===== src/design/pffs_pkg.sv =====
package pffs_pkg;

	// Status register field positions
	localparam int STAT_W         = 8;
	localparam int BIT_PORT1_ERR  = 7;
	localparam int BIT_DISCH_FAIL = 6;
	localparam int BIT_JUST_RESET = 5;
	localparam int BIT_LOW_VOLT   = 4;
	localparam int BIT_OVERTEMP   = 3;
	localparam int BIT_SUPPLY_OV  = 2;

	// Reset values
	localparam logic       JUST_RESET_RST = 1'b1;
	localparam logic       FAULT_RST      = 1'b0;
	localparam logic [7:0] STAT_RST       = 8'h00;

	// Latency of a status read, in clock cycles
	localparam int RD_LATENCY = 1;

	typedef enum logic [0:0] {
		PFFS_ACTIVE,
		PFFS_ERROR
	} pffs_state_t;

endpackage


===== src/design/pffs_flags.sv =====
`timescale 1ns/1ps
// Behaviour
// - Just-reset flag set at power-up, cleared by read/enable toggle
// - Just-reset flag never raises an alert
// - Just-reset flag held unchanged during sleep
// - Low port 1 voltage sets low-voltage flag
// - Low-voltage flag: port 1 alert, Error state
// - Faults clear on read if gone, or error clear
// - Die over-temperature sets flag, enters Error state
// - Overtemp or overvoltage asserts both alert outputs
// - Supply overvoltage sets flag, enters Error state
// - Discharge failure sets flag, port 1 alert, Error
module pffs_flags
	import pffs_pkg::*;
(
	input  wire logic              sys_clk,
	input  wire logic              rst_b,
	input  wire logic              port1_low_voltage_in,
	input  wire logic              die_overtemp_in,
	input  wire logic              supply_overvoltage_in,
	input  wire logic              port1_discharge_fail_in,
	input  wire logic              power_enable_control,
	input  wire logic              sleep_mode,
	input  wire logic              status_rd,
	input  wire logic              port1_error_clear,
	output logic [STAT_W-1:0]      status_rd_data,
	output logic                   status_rd_valid,
	output logic                   port1_error_bit,
	output logic                   alert1_o,
	output logic                   alert1_oe,
	output logic                   alert2_o,
	output logic                   alert2_oe
);

	// Two-stage synchronisers for pin-level inputs
	logic [4:0] sync1_q;
	logic [4:0] sync2_q;
	logic [4:0] sync1_d;

	always_comb begin
		sync1_d = {power_enable_control, port1_discharge_fail_in,
		           supply_overvoltage_in, die_overtemp_in,
		           port1_low_voltage_in};
	end

	always_ff @(posedge sys_clk or negedge rst_b) begin
		if (!rst_b) begin
			sync1_q <= 5'h00;
			sync2_q <= 5'h00;
		end else begin
			sync1_q <= sync1_d;
			sync2_q <= sync1_q;
		end
	end

	logic low_volt_c;
	logic overtemp_c;
	logic supply_ov_c;
	logic disch_c;
	logic power_enable_control_s;

	assign low_volt_c  = sync2_q[0];
	assign overtemp_c  = sync2_q[1];
	assign supply_ov_c = sync2_q[2];
	assign disch_c     = sync2_q[3];
	assign power_enable_control_s    = sync2_q[4];

	// Flag state
	logic        just_reset_q;
	logic        just_reset_d;
	logic        low_volt_q;
	logic        low_volt_d;
	logic        overtemp_q;
	logic        overtemp_d;
	logic        supply_ov_q;
	logic        supply_ov_d;
	logic        disch_q;
	logic        disch_d;
	logic        power_enable_control_prev_q;
	logic        power_enable_control_prev_d;
	pffs_state_t state_q;
	pffs_state_t state_d;
	logic [7:0]  rd_data_q;
	logic [7:0]  rd_data_d;
	logic        rd_valid_q;
	logic        rd_valid_d;

	logic pwr_toggle;
	logic any_fault_d;
	logic any_cause;

	// Sticky fault: a live cause wins over every clear
	function automatic logic fault_next(input logic cur, input logic cause,
	                                    input logic rd, input logic eclr);
		logic clr;
		clr = rd | eclr;
		fault_next = cause | (cur & ~clr);
	endfunction

	function automatic logic [7:0] pack_status(input logic err,
	                                           input logic dsc,
	                                           input logic jrs,
	                                           input logic lv,
	                                           input logic ot,
	                                           input logic ov);
		logic [7:0] v;
		v = STAT_RST;
		v[BIT_PORT1_ERR]  = err;
		v[BIT_DISCH_FAIL] = dsc;
		v[BIT_JUST_RESET] = jrs;
		v[BIT_LOW_VOLT]   = lv;
		v[BIT_OVERTEMP]   = ot;
		v[BIT_SUPPLY_OV]  = ov;
		pack_status = v;
	endfunction

	assign pwr_toggle = power_enable_control_s ^ power_enable_control_prev_q;
	assign any_cause  = low_volt_c | overtemp_c | supply_ov_c | disch_c;

	always_comb begin
		power_enable_control_prev_d = power_enable_control_s;
		// set at reset, cleared by read or toggle
		if (sleep_mode) begin
			just_reset_d = just_reset_q;
		end else if (status_rd || pwr_toggle) begin
			just_reset_d = 1'b0;
		end else begin
			just_reset_d = just_reset_q;
		end
		// low port 1 voltage sets flag
		// clear on read once cause gone
		low_volt_d  = fault_next(low_volt_q, low_volt_c, status_rd,
		                         port1_error_clear);
		overtemp_d  = fault_next(overtemp_q, overtemp_c, status_rd,
		                         port1_error_clear);
		supply_ov_d = fault_next(supply_ov_q, supply_ov_c, status_rd,
		                         port1_error_clear);
		disch_d     = fault_next(disch_q, disch_c, status_rd,
		                         port1_error_clear);
		any_fault_d = low_volt_d | overtemp_d | supply_ov_d | disch_d;
		rd_valid_d = status_rd;
		if (status_rd) begin
			rd_data_d = pack_status(state_q == PFFS_ERROR, disch_q,
			                        just_reset_q, low_volt_q,
			                        overtemp_q, supply_ov_q);
		end else begin
			rd_data_d = rd_data_q;
		end
	end

	// Error state tracking
	always_comb begin
		state_d = state_q;
		case (state_q)
			PFFS_ACTIVE: begin
				if (any_fault_d) begin
					state_d = PFFS_ERROR;
				end
			end
			PFFS_ERROR: begin
				if (port1_error_clear && !any_cause) begin
					state_d = PFFS_ACTIVE;
				end
			end
			default: begin
				state_d = PFFS_ACTIVE;
			end
		endcase
	end

	always_ff @(posedge sys_clk or negedge rst_b) begin
		if (!rst_b) begin
			just_reset_q  <= JUST_RESET_RST;
			low_volt_q    <= FAULT_RST;
			overtemp_q    <= FAULT_RST;
			supply_ov_q   <= FAULT_RST;
			disch_q       <= FAULT_RST;
			power_enable_control_prev_q <= 1'b0;
			state_q       <= PFFS_ACTIVE;
			rd_data_q     <= STAT_RST;
			rd_valid_q    <= 1'b0;
		end else begin
			just_reset_q  <= just_reset_d;
			low_volt_q    <= low_volt_d;
			overtemp_q    <= overtemp_d;
			supply_ov_q   <= supply_ov_d;
			disch_q       <= disch_d;
			power_enable_control_prev_q <= power_enable_control_prev_d;
			state_q       <= state_d;
			rd_data_q     <= rd_data_d;
			rd_valid_q    <= rd_valid_d;
		end
	end

	// Alert outputs, open drain pulling low
	logic alert1_drive;
	logic alert2_drive;

	// port 1 faults drive alert 1 only
	assign alert1_drive = low_volt_q | disch_q | overtemp_q | supply_ov_q;
	// thermal and supply faults drive both
	assign alert2_drive = overtemp_q | supply_ov_q;

	assign alert1_o        = 1'b0;
	assign alert2_o        = 1'b0;
	assign alert1_oe       = alert1_drive;
	assign alert2_oe       = alert2_drive;
	assign port1_error_bit = (state_q == PFFS_ERROR);
	assign status_rd_data  = rd_data_q;
	assign status_rd_valid = rd_valid_q;
endmodule


===== config.mk =====
export PLATFORM = sky130hd
export DESIGN_NAME = pffs_flags
export DESIGN_NICKNAME = d
export VERILOG_FILES = /design/src/design/pffs_pkg.sv /design/src/design/pffs_flags.sv
export SDC_FILE = /design/constraint.sdc
export NUM_CORES = 1
export LEC_CHECK = 0
export BUFFER_PORTS_ARGS = -buffer_cell sky130_fd_sc_hd__buf_2
export CORE_MARGIN = 3
export CORE_UTILIZATION = 43
export DETAILED_ROUTE_END_ITERATION = 8
export MAX_ROUTING_LAYER = met4
export PLACE_DENSITY = 0.75
export SLEW_MARGIN = 25
export SYNTH_ARGS = -nofsm -noshare
export SYNTH_HDL_FRONTEND = slang
export SYNTH_SLANG_ARGS = --single-unit

===== constraint.sdc =====
create_clock -name sys_clk -period 1.33 [get_ports sys_clk]
set_input_delay 0.133 -clock sys_clk [delete_from_list [all_inputs] [get_ports sys_clk]]
set_output_delay 0.133 -clock sys_clk [all_outputs]
set_load 0.01 [all_outputs]

==> impl_metrics.ini <==
[synth]
synth_area_leaders = dfrtp_1 (72%), mux2_2 (8.4%), buf_4 (3.7%)
synth-seq-cells = 24
ys_types = 18
yosysSeqAreaShare_pct = 74.8
yosysWarnings = 0
yosys.area.top_type = dfrtp_1
yosys_most_used_dff = dfrtp_1
synth_edf_count = 0
yosysMostFrequentCell = dfrtp_1
synth_top_area_share_pct = 71.5
syn_area_um2 = 805
async_flop_share_pct = 100
syn_inst = 50
synthTopCellsByCount = dfrtp_1 (23), mux2_2 (6), buf_4 (4)
synth_area_per_cell_um2 = 16.1

[sta]
drv_slew = 0
timing.fmax_mhz = 654
fin_setup_tns_ps = -285
rsz0062_at_grt = true
skew_ps = 4.53
period_needed_ps = 1530
finalCritPeriodShare_pct = 115
setup_viol_count_final = 3
worst_pin_slew_ps = 514
fin_ws_ps = -199
max_slew_margin_pct = 65.7
hold_viol = 0

[power_and_ir_drop]
cellPowerDensity_nw_per_um2 = 1330
ir_drop_uv = 779
cellLeakagePower_nw = 0.506
power_mw = 1.43

[die]
die_w_um = 49.3
die_area_um2 = 2430
core_area_um2 = 1750
initial_core_util_pct = 46.1
die_h_um = 49.3
rows = 15
ioPinCount = 24

[flow_run]
maxCapViolCount = 0

[clock_network]
clockRootBuffer = clkbuf_4
cts.clk_slew.worst_paths_ps = 130
clock_sinks = 24
cts-htree-levels = 1
cts_tree = done
clk_latency_ps = 310
cts_buffers = 3
clock_path_buffers = 2

[critical_path]
cp_slowest_cell = or4_4
crit_arrival_ps = 1400
cp-end-kind = primary output
crit_family = simple AND/OR/NAND/NOR gates
startpoint_type = flip-flop
cp_data_required_time_ps = 1200
cp.buffers_inverters = 1
cp_slowest_stage_delay_ps = 540
crit_fanout = 2
worstSetupPathType = flip-flop to primary output
worstPathCellList = or4_4 > buf_6

[routing]
vias = 461
ant_nets = 0
firstDrtPassIters = 2
drtIter0Drc = 1
avgRoutedWirePerCell_um = 11.1
drc_errors = 0
drt_wl_total_um = 1190
viasPerCell = 4.31

[grt]
overflow = 0
grt_pass1_vias = 424
antenna_found_initial = 0
grt_pass1_wl_um = 1940
grt_usage_pct = 11.4
grt_max_degree = 25

[final_layout]
area_growth_pct = 33.4
drive_gt1_share_pct = 45.1
num_antenna_cells = 0
fin_nets = 93

[worst_hold_path]
hold_path.class = input port to flip-flop

[placed_design]
place_congestion = 0.738
hpwl_um = 755
port_buffers = 19

[outcome]
outcome = finished, violations left
violations = setup timing
-- flip-flops by register name, indices dropped and copies added (netlist names) --
| name | flops |
|---|---|
| disch_q | 1 |
| power_enable_control_prev_q | 1 |
| overtemp_q | 1 |
| status_rd_data | 6 |
| just_reset_q | 1 |
| low_volt_q | 1 |
| status_rd_valid | 1 |
| sync1_q | 5 |
| sync2_q | 5 |
| supply_ov_q | 1 |
| port1_error_bit | 1 |
-- report_power, final --
part | internal (mW) | switching [mW] | total [mW]
Clock | 0.305 | 0.207 | 0.511
Combinational | 0.0704 | 0.0580 | 0.128
Sequential | 0.771 | 0.0176 | 0.788
Total | 1.15 | 0.282 | 1.43
-- metal layers --
metal	share of wire, %	track usage, %	routed length [um]
met5	0	-	0
met4	3.2	8.53	38
met3	6.3	3.36	75
met2	47	17.4	557
met1	44	12.5	517
-- final timing paths --
kind | from | to | slack, ps | depth (start not counted)
min | status_rd | status_rd_valid | 40 | 1
min reg2reg | sync1_q[4] | sync2_q[4] | 360 | 0
min in group asynchronous | rst_b | disch_q | 310 | 2
max | supply_ov_q | alert1_oe | -200 | 2
max in group asynchronous | rst_b | just_reset_q | 650 | 2
max reg2reg | supply_ov_q | port1_error_bit | -20 | 2
-- through the flow --
stage / instance area, um2 / hold slack (ps) / worst slack (ps) / util [%] / instances
3_5_place_dp: 931 / 132 / 12.3 / 53.3 / 95
3_3_place_gp: 931 / 126 / 36.1 / 53.3 / 95
4_1_cts: 1070 / 26.7 / -200 / 61.1 / 107
6_report: 1070 / 42.3 / -199 / 61.5 / 107
5_1_grt: 1070 / 27.9 / -245 / 61.5 / 107
2_1_floorplan: 816 / -163 / -6.39 / - / 53
-- logic make-up after synthesis --
family          count (synthesis)  share of synthesized area [%]
flops                          24                           74.8
simple gates                    6                           4.82
buf+inv                         6                           4.66
mux                             6                           8.40
other cells                     1                          0.466
compound gates                  6                           5.75
xor+xnor                        1                           1.09
-- area by class of cell --
class / instances / area (um2)
clock inverter: 1 / 30.0
tap: 25 / 31.3
fill: 131 / 672
sequential: 24 / 602
multi-input combinational: 23 / 176
inverter: 1 / 3.75
clock buffer: 3 / 22.5
timing repair buffer: 30 / 208
-- worst reg2reg max path, stage by stage (launching register included) --
cell     delay, ps
dfrtp_1        400
or4_4          540
a221o_1        300
-- cells in the final DEF, fill, tap and decap left out, drive strengths merged --
master,Yosys,final
o21ai,1,1
or2,1,1
buf,4,23
dlygate4sd3,0,7
xor2,1,1
dfrtp,23,23
bufinv,0,1
clkbuf,1,3
mux2,6,6
a221o,1,1
conb,1,4
or4,2,2
inv,1,1
nand2b,1,1
nor2,1,1
dfstp,1,1
nand2,1,1
a21o,4,4
-- timing repair --
action,4_1_cts,5_1_grt
buffers inserted,1,0
endpoints found under the setup margin,3,3
hold buffers,7,0
resized for setup,1,1
pin swaps,2,2
endpoints found under the hold margin,29,0
No activity file was read; power rests on OpenSTA's default activity.
